--- src/include/sspm_defs.svh ---
// Constants for the serial pin and select-mode block
// Assumes inclusion by bare name from the main module
`ifndef SSPM_DEFS_SVH
`define SSPM_DEFS_SVH

// ************************************************************
// Register map (word offsets, byte addresses)
// ************************************************************
`define SSPM_CTRL_OFF      4'h0
`define SSPM_DATA_OFF      4'h4
`define SSPM_CFG_OFF       4'h8

// ************************************************************
// Control register fields
// ************************************************************
`define SSPM_EN_BIT        0
`define SSPM_SELLO_BIT     2
`define SSPM_SELHI_BIT     3
`define SSPM_MODE_FAULT_FLAG_BIT      5
`define SSPM_MASTER_ENABLE_BIT_BIT     6
`define SSPM_DONE_BIT      7
`define SSPM_CTRL_RST      8'h04

// ************************************************************
// Timing and sizes
// ************************************************************
`define SSPM_DIV_RST       8'h01
`define SSPM_BITS          8

`endif

--- src/include/sspm_pkg.sv ---
// Types shared by the serial pin and select-mode block
// Assumes the defs header sits in the include path
package sspm_pkg;
    typedef enum logic [1:0] {
        SSPM_IDLE,
        SSPM_LOW,
        SSPM_HIGH
    } sspm_mst_e;

    typedef logic [7:0] sspm_byte_t;
endpackage

--- src/rtl/sspm_sync.sv ---
// Two-flop synchroniser for one pin level
// Assumes the pin is asynchronous to clk_i
`timescale 1ns/1ps
module sspm_sync (
    input  wire logic clk_i,
    input  wire logic rst_i,
    input  wire logic d_i,
    input  wire logic rst_val_i,
    output logic      q_o
);
    logic meta_r;

    // Stage one is read only by stage two
    always_ff @(posedge clk_i) begin
        if (rst_i) begin
            meta_r <= rst_val_i;
            q_o    <= rst_val_i;
        end else begin
            meta_r <= d_i;
            q_o    <= meta_r;
        end
    end
endmodule

--- src/rtl/sspm_core.sv ---
// Full-duplex serial unit with Wishbone registers, mode 0 timing
// Assumes classic Wishbone master on clk_i; pins asynchronous
`timescale 1ns/1ps
`include "sspm_defs.svh"
module sspm_core
    import sspm_pkg::*;
#(
    parameter int BITS = `SSPM_BITS
) (
    input  wire logic       clk_i,
    input  wire logic       rst_i,
    input  wire logic       cyc_i,
    input  wire logic       stb_i,
    input  wire logic       we_i,
    input  wire logic [3:0] adr_i,
    input  wire logic [3:0] sel_i,
    input  wire logic [31:0] dat_i,
    output logic [31:0]      dat_o,
    output logic             ack_o,
    input  wire logic       mosi_i,
    output logic             mosi_o,
    output logic             mosi_oe_o,
    input  wire logic       miso_i,
    output logic             miso_o,
    output logic             miso_oe_o,
    input  wire logic       sck_i,
    output logic             sck_o,
    output logic             sck_oe_o,
    input  wire logic       sel_n_i,
    output logic             sel_n_o,
    output logic             sel_n_oe_o,
    output logic             sel_routed_o
);
    initial begin
        if (BITS != 8) $error("sspm_core serves 8-bit bytes only");
    end

    // ************************************************************
    // Pin synchronisers
    // ************************************************************
    logic mosi_s;
    logic miso_s;
    logic sck_s;
    logic seln_s;

    sspm_sync u_mosi (.clk_i(clk_i), .rst_i(rst_i), .d_i(mosi_i),  .rst_val_i(1'b0), .q_o(mosi_s));
    sspm_sync u_miso (.clk_i(clk_i), .rst_i(rst_i), .d_i(miso_i),  .rst_val_i(1'b0), .q_o(miso_s));
    sspm_sync u_sck  (.clk_i(clk_i), .rst_i(rst_i), .d_i(sck_i),   .rst_val_i(1'b0), .q_o(sck_s));
    // Select resets to its idle high level so no false falling edge follows reset
    sspm_sync u_seln (.clk_i(clk_i), .rst_i(rst_i), .d_i(sel_n_i), .rst_val_i(1'b1), .q_o(seln_s));

    // ************************************************************
    // State
    // ************************************************************
    logic       en_r;
    logic       master_enable_bit_r;
    logic       mode_fault_flag_r;
    logic       done_r;
    logic [1:0] smode_r;
    logic [7:0] div_r;
    logic [7:0] divcnt_r;
    sspm_byte_t shift_r;
    sspm_byte_t rxbuf_r;
    sspm_byte_t txbuf_r;
    logic       txfull_r;
    logic [3:0] bitcnt_r;
    logic       sck_d_r;
    logic       seln_d_r;
    sspm_mst_e  mst_r;
    logic       rxbit_r;

    // Decoded modes
    logic three_wire;
    logic slave_sel;
    logic sck_rise;
    logic sck_fall;
    logic sel_fall;
    logic fault;
    logic wr;
    logic rd_data;
    logic byte_end;
    logic tick;

    assign three_wire = (smode_r == 2'b00);
    assign slave_sel  = three_wire | (smode_r == 2'b01 && !seln_s);
    assign sck_rise   = sck_s & ~sck_d_r;
    assign sck_fall   = ~sck_s & sck_d_r;
    assign sel_fall   = seln_d_r & ~seln_s;
    assign fault      = en_r & master_enable_bit_r & (smode_r == 2'b01) & sel_fall;
    assign wr         = cyc_i & stb_i & we_i & ~ack_o & sel_i[0];
    assign rd_data    = cyc_i & stb_i & ~we_i & ~ack_o & (adr_i == `SSPM_DATA_OFF);
    assign tick       = (divcnt_r == 8'h00);
    assign byte_end   = (bitcnt_r == 4'(BITS - 1));

    // Edge history of synchronised pins
    always_ff @(posedge clk_i) begin
        if (rst_i) begin
            sck_d_r  <= 1'b0;
            seln_d_r <= 1'b1;
        end else begin
            sck_d_r  <= sck_s;
            seln_d_r <= seln_s;
        end
    end

    // ************************************************************
    // Wishbone slave, one registered ack per request, one cycle after it
    // ************************************************************
    always_ff @(posedge clk_i) begin
        if (rst_i) begin
            ack_o <= 1'b0;
            dat_o <= 32'h0;
        end else begin
            ack_o <= cyc_i & stb_i & ~ack_o;
            case (adr_i)
                `SSPM_CTRL_OFF: dat_o <= {24'h0, done_r, master_enable_bit_r, mode_fault_flag_r, 1'b0, smode_r, txfull_r, en_r};
                `SSPM_DATA_OFF: dat_o <= {24'h0, rxbuf_r};
                `SSPM_CFG_OFF:  dat_o <= {24'h0, div_r};
                default:        dat_o <= 32'h0;
            endcase
        end
    end

    // Control register, faults override software
    always_ff @(posedge clk_i) begin
        if (rst_i) begin
            en_r    <= 1'b0;
            master_enable_bit_r <= 1'b0;
            smode_r <= 2'(`SSPM_CTRL_RST >> `SSPM_SELLO_BIT);
            div_r   <= `SSPM_DIV_RST;
        end else begin
            if (wr && adr_i == `SSPM_CTRL_OFF) begin
                en_r    <= dat_i[`SSPM_EN_BIT];
                master_enable_bit_r <= dat_i[`SSPM_MASTER_ENABLE_BIT_BIT];
                smode_r <= dat_i[`SSPM_SELHI_BIT:`SSPM_SELLO_BIT];
            end
            if (wr && adr_i == `SSPM_CFG_OFF) begin
                div_r <= dat_i[7:0];
            end
            if (fault) begin
                en_r    <= 1'b0;
                master_enable_bit_r <= 1'b0;
            end
        end
    end

    // Sticky flags; hardware set wins over software clear
    always_ff @(posedge clk_i) begin
        if (rst_i) begin
            mode_fault_flag_r <= 1'b0;
            done_r <= 1'b0;
        end else begin
            if (wr && adr_i == `SSPM_CTRL_OFF) begin
                if (!dat_i[`SSPM_MODE_FAULT_FLAG_BIT]) mode_fault_flag_r <= 1'b0;
                if (!dat_i[`SSPM_DONE_BIT]) done_r <= 1'b0;
            end
            if (fault) mode_fault_flag_r <= 1'b1;
            // Flag on the last shift edge itself, in the same cycle as the bit counter wraps
            if (en_r && byte_end && (master_enable_bit_r ? (mst_r == SSPM_HIGH && tick) : (slave_sel && sck_fall))) begin
                done_r <= 1'b1;
            end
        end
    end

    // ************************************************************
    // Master clock divider and state
    // ************************************************************
    always_ff @(posedge clk_i) begin
        if (rst_i || mst_r == SSPM_IDLE) begin
            divcnt_r <= `SSPM_DIV_RST;
        end else if (tick) begin
            divcnt_r <= div_r;
        end else begin
            divcnt_r <= divcnt_r - 8'h01;
        end
    end

    always_ff @(posedge clk_i) begin
        if (rst_i) begin
            mst_r <= SSPM_IDLE;
            sck_o <= 1'b0;
        end else if (!en_r || !master_enable_bit_r) begin
            mst_r <= SSPM_IDLE;
            sck_o <= 1'b0;
        end else begin
            case (mst_r)
                SSPM_IDLE: if (txfull_r) mst_r <= SSPM_LOW;
                SSPM_LOW: if (tick) begin
                    mst_r <= SSPM_HIGH;
                    sck_o <= 1'b1;
                end
                SSPM_HIGH: if (tick) begin
                    sck_o <= 1'b0;
                    mst_r <= byte_end ? SSPM_IDLE : SSPM_LOW;
                end
                default: mst_r <= SSPM_IDLE;
            endcase
        end
    end

    // ************************************************************
    // Shift register, bit counter, buffers
    // ************************************************************
    logic sh_smp;
    logic sh_out;
    assign sh_smp = en_r & (master_enable_bit_r ? (mst_r == SSPM_LOW && tick) : (slave_sel & sck_rise));
    assign sh_out = en_r & (master_enable_bit_r ? (mst_r == SSPM_HIGH && tick) : (slave_sel & sck_fall));

    always_ff @(posedge clk_i) begin
        if (rst_i) begin
            shift_r  <= 8'h00;
            bitcnt_r <= 4'h0;
            rxbit_r  <= 1'b0;
            rxbuf_r  <= 8'h00;
            txbuf_r  <= 8'h00;
            txfull_r <= 1'b0;
        end else begin
            if (wr && adr_i == `SSPM_DATA_OFF) begin
                txbuf_r  <= dat_i[7:0];
                txfull_r <= 1'b1;
            end
            if (!en_r || (smode_r == 2'b01 && !master_enable_bit_r && sel_fall)) begin
                bitcnt_r <= 4'h0;
            end
            if (sh_smp) begin
                rxbit_r <= master_enable_bit_r ? miso_s : mosi_s;
            end
            if (txfull_r && bitcnt_r == 4'h0 && mst_r == SSPM_IDLE && !sh_out) begin
                shift_r  <= txbuf_r;
                txfull_r <= 1'b0;
            end
            if (sh_out) begin
                shift_r <= {shift_r[6:0], rxbit_r};
                if (byte_end) begin
                    bitcnt_r <= 4'h0;
                    rxbuf_r  <= {shift_r[6:0], rxbit_r};
                end else begin
                    bitcnt_r <= bitcnt_r + 4'h1;
                end
            end
        end
    end

    // ************************************************************
    // Pin drivers and enables
    // ************************************************************
    always_ff @(posedge clk_i) begin
        if (rst_i) begin
            mosi_o       <= 1'b0;
            mosi_oe_o    <= 1'b0;
            miso_o       <= 1'b0;
            miso_oe_o    <= 1'b0;
            sck_oe_o     <= 1'b0;
            sel_n_o      <= 1'b1;
            sel_n_oe_o   <= 1'b0;
            sel_routed_o <= 1'b0;
        end else begin
            mosi_o       <= shift_r[7];
            mosi_oe_o    <= en_r & master_enable_bit_r;
            miso_o       <= shift_r[7];
            miso_oe_o    <= en_r & ~master_enable_bit_r & slave_sel;
            sck_oe_o     <= en_r & master_enable_bit_r;
            sel_n_o      <= smode_r[0];
            sel_n_oe_o   <= smode_r[1];
            sel_routed_o <= ~three_wire;
        end
    end
endmodule

--- config.mk ---
export PLATFORM = sky130hd
export DESIGN_NAME = sspm_core
export DESIGN_NICKNAME = d
export VERILOG_FILES = /design/src/include/sspm_pkg.sv /design/src/rtl/sspm_sync.sv /design/src/rtl/sspm_core.sv
export VERILOG_INCLUDE_DIRS = /design/src /design/src/include
export SDC_FILE = /design/constraint.sdc
export NUM_CORES = 1
export LEC_CHECK = 0
export BUFFER_PORTS_ARGS = -buffer_cell sky130_fd_sc_hd__buf_4
export CORE_UTILIZATION = 35
export CTS_CLUSTER_DIAMETER = 50
export CTS_CLUSTER_SIZE = 20
export DETAILED_ROUTE_END_ITERATION = 12
export REMOVE_ABC_BUFFERS = 1
export SLEW_MARGIN = 40
export SYNTH_ARGS = -nofsm -noshare
export SYNTH_HDL_FRONTEND = slang
export SYNTH_SLANG_ARGS = --single-unit
export TNS_END_PERCENT = 5
--- constraint.sdc ---
create_clock -name clk_i -period 5.2 [get_ports clk_i]
set_input_delay 0.26 -clock clk_i [delete_from_list [all_inputs] [get_ports clk_i]]
set_output_delay 0.26 -clock clk_i [all_outputs]
set_load 0.005 [all_outputs]
==> reports/summary.txt <==
worst skew pair latency - 0.36 ns
total CTS buffers - 9
achievable frequency - 353 MHz
synth warn - 0
Hold Fails Final Rpt - 0
Critical Path Fanout Max - 20
H-tree Lvls - 3
Clock Sinks - 80
fin nets - 461
DR DRC count - 0
PostCTS Resize Cnt - 0
most frequent cells in the layout - dfxtp_1 (80), nor2_1 (46), mux2i_1 (45)
family with the most delay on the worst path - simple AND/OR/NAND/NOR gates
DRT iter0 DRCs - 114
Die Ht - 103 microns
status - completed
crit-path max cell delay - 0.77 ns
worst min path class - input port to flip-flop
initial core utilization - 0.362
# diodes - 0
Pins Over Slew Limit - 0
dpl ws - 2.41 ns
register area share after synthesis - 0.452
Congestion Overflow GR - 0
CTS max path bufs - 2
vias in the first global route - 2401
largest net degree at the start of global routing - 56
Max VDD drop - 0.108 mV
Final Hold Slack - 0.0857 ns
setup bufs post-CTS - 0
first-pass GRT wire length - 11.9 mm
Rel. slew slack - 0.455
area grow syn2layout - 12.7%
wire per inst - 13.5 microns
commonest non-fill, non-tap cell in the layout - dfxtp_1
worst setup margin - 2.37 ns
leakage - 0.00172 uW
worst endpoint data arrival time - 3.12 ns
Cell Chain, Critical Path - inv_1 -> ha_1 -> nor3b_1 -> nand3_1 -> a21boi_0 -> buf_4 -> mux2i_1
Critical Path Source Type - flip-flop
1st-pass router iterations - 4
#FFs+latches synth - 80
num rows - 36
max cap viols - 0
EDFF count, synth - 0
HPWL Detailed - 5.28 mm
all-layer global routing usage - 0.149
worst path required time - 5.49 ns
Vias - 2593
Setup Total Neg Slack - 0 ns
cell count after synthesis - 381
worst slew pin tran - 0.815 ns
Worst Setup End Kind - flip-flop
layout cells sized above 1 - 0.162
core area - 0.00977 sq mm
hold buffers post-CTS - 0
Routed Antenna Nets - 0
Setup Skew - 0.00927 ns
final setup vio count - 0
Synth Flop Type - dfxtp_1
kind of critical path - flip-flop to flip-flop
RSZ-0062 raised after global routing - false
post-synth cell types - 50
root buffer cell - clkbuf_8
PwrDens - 280 mW/mm^2
fin crit period - 2.83 ns
clock slew seen by the registers of the worst setup and hold paths - 0.09 ns
number of vias per cell - 4.75
port buffer count - 39
Die Area - 0.0105 sq mm
syn avg cell area - 9.29 sq um
cell area after technology mapping - 0.00354 sq mm
final wirelength - 7.39 mm
Crit-path slowest cell - nand3_1
Final period util - 0.544
Final Util - 0.408
Die Width - 103 microns
GP Congestion - 0.767
CTS tree - yes
initial antenna violation count - 0
# IOs - 91
Buf/Inv on CP - 2
asr flop ratio synth - 0
==> synth_stat cells (3+ instances only) <==
| master | instances | share of area |
|---|---|---|
| nor3b_1 | 3 | 0.0064 |
| a311oi_1 | 9 | 0.022 |
| buf_2 | 3 | 0.0042 |
| and2_1 | 3 | 0.0053 |
| nor2_1 | 46 | 0.049 |
| nor3_1 | 8 | 0.011 |
| nor2b_1 | 13 | 0.023 |
| buf_4 | 27 | 0.057 |
| mux2i_1 | 45 | 0.13 |
| xnor2_1 | 3 | 0.0074 |
| nand2b_1 | 3 | 0.0053 |
| nand3_1 | 5 | 0.0071 |
| or2_2 | 4 | 0.0071 |
| inv_1 | 8 | 0.0085 |
| nand2_1 | 27 | 0.029 |
| o21ai_0 | 12 | 0.017 |
| a21oi_1 | 23 | 0.033 |
| clkbuf_1 | 12 | 0.013 |
| a211oi_1 | 5 | 0.011 |
| buf_1 | 3 | 0.0032 |
| or4_1 | 4 | 0.0085 |
| dfxtp_1 | 80 | 0.45 |
| ha_1 | 4 | 0.014 |
==> area by class of cell <==
cell class / instances / area (sq um)
Timing Repair Buffer: 40 / 300
Clock inverter: 7 / 71.3
Sequential cell: 80 / 1600
Multi-Input combinational cell: 269 / 1700
Tap cell: 133 / 166
Clock buffer: 9 / 124
Fill cell: 989 / 5790
Inverter: 8 / 30.0
==> report_power, final <==
part           internal, uW  leakage [uW]  switching, uW  total (uW)
Combinational          18.7      0.000984           27.3        46.0
Clock                   221     0.0000916            232         453
Sequential              617      0.000647           1.55         618
Total                   857       0.00172            261        1120
==> cell families (layout without fill, tap and decap cells) <==
family,count (synthesis),after routing,synth area share
and+or+nand+nor,130,130,0.187
DFF,80,80,0.452
AOI/OAI and AO/OA,61,61,0.112
buffers and inverters,55,64,0.0933
muxes,46,46,0.130
adders and majority gates,4,4,0.0141
xor gates and xnor gates,4,4,0.00990
other,1,24,0.00106
==> flip-flops by register name, summed over array words and instances (netlist names), 2 cells and up <==
register  cells
txbuf_r       8
bitcnt_r      4
dat_o         8
div_r         8
shift_r       8
rxbuf_r       8
divcnt_r      8
smode_r       2
mst_r         2
==> worst reg2reg max path, cell delays in order, from the launching register on <==
cell,delay [ns]
dfxtp_1,0.34
inv_1,0.09
ha_1,0.17
nor3b_1,0.57
nand3_1,0.77
a21boi_0,0.41
buf_4,0.22
mux2i_1,0.19
==> through the flow <==
step	area [sq um]	std cells	power, uW
6_report	3990	546	1120
5_1_grt	3990	546	1160
4_1_cts	3990	546	1130
3_5_place_dp	3790	530	679
3_3_place_gp	3790	530	678
2_1_floorplan	3330	357	649
==> path summary, 6_finish.rpt <==
path / startpoint / endpoint / slack (ns) / cells past startpoint
worst min register to register: u_seln.meta_r / u_seln.q_o / 0.42 / 1
worst max register to register: divcnt_r[0] / rxbuf_r[4] / 2.37 / 7
worst min-delay path: sel_n_i / u_seln.meta_r / 0.09 / 2
worst max-delay path: divcnt_r[0] / rxbuf_r[4] / 2.37 / 7
==> routing by layer <==
metal,track usage,up-vias,share of wire
met5,0,-,0
met4,0.0637,0,0.017
met3,0.0298,9,0.031
met2,0.235,55,0.47
met1,0.199,1208,0.48
li1,-,1321,-
Note: power is estimated with default switching activity, not from simulation.
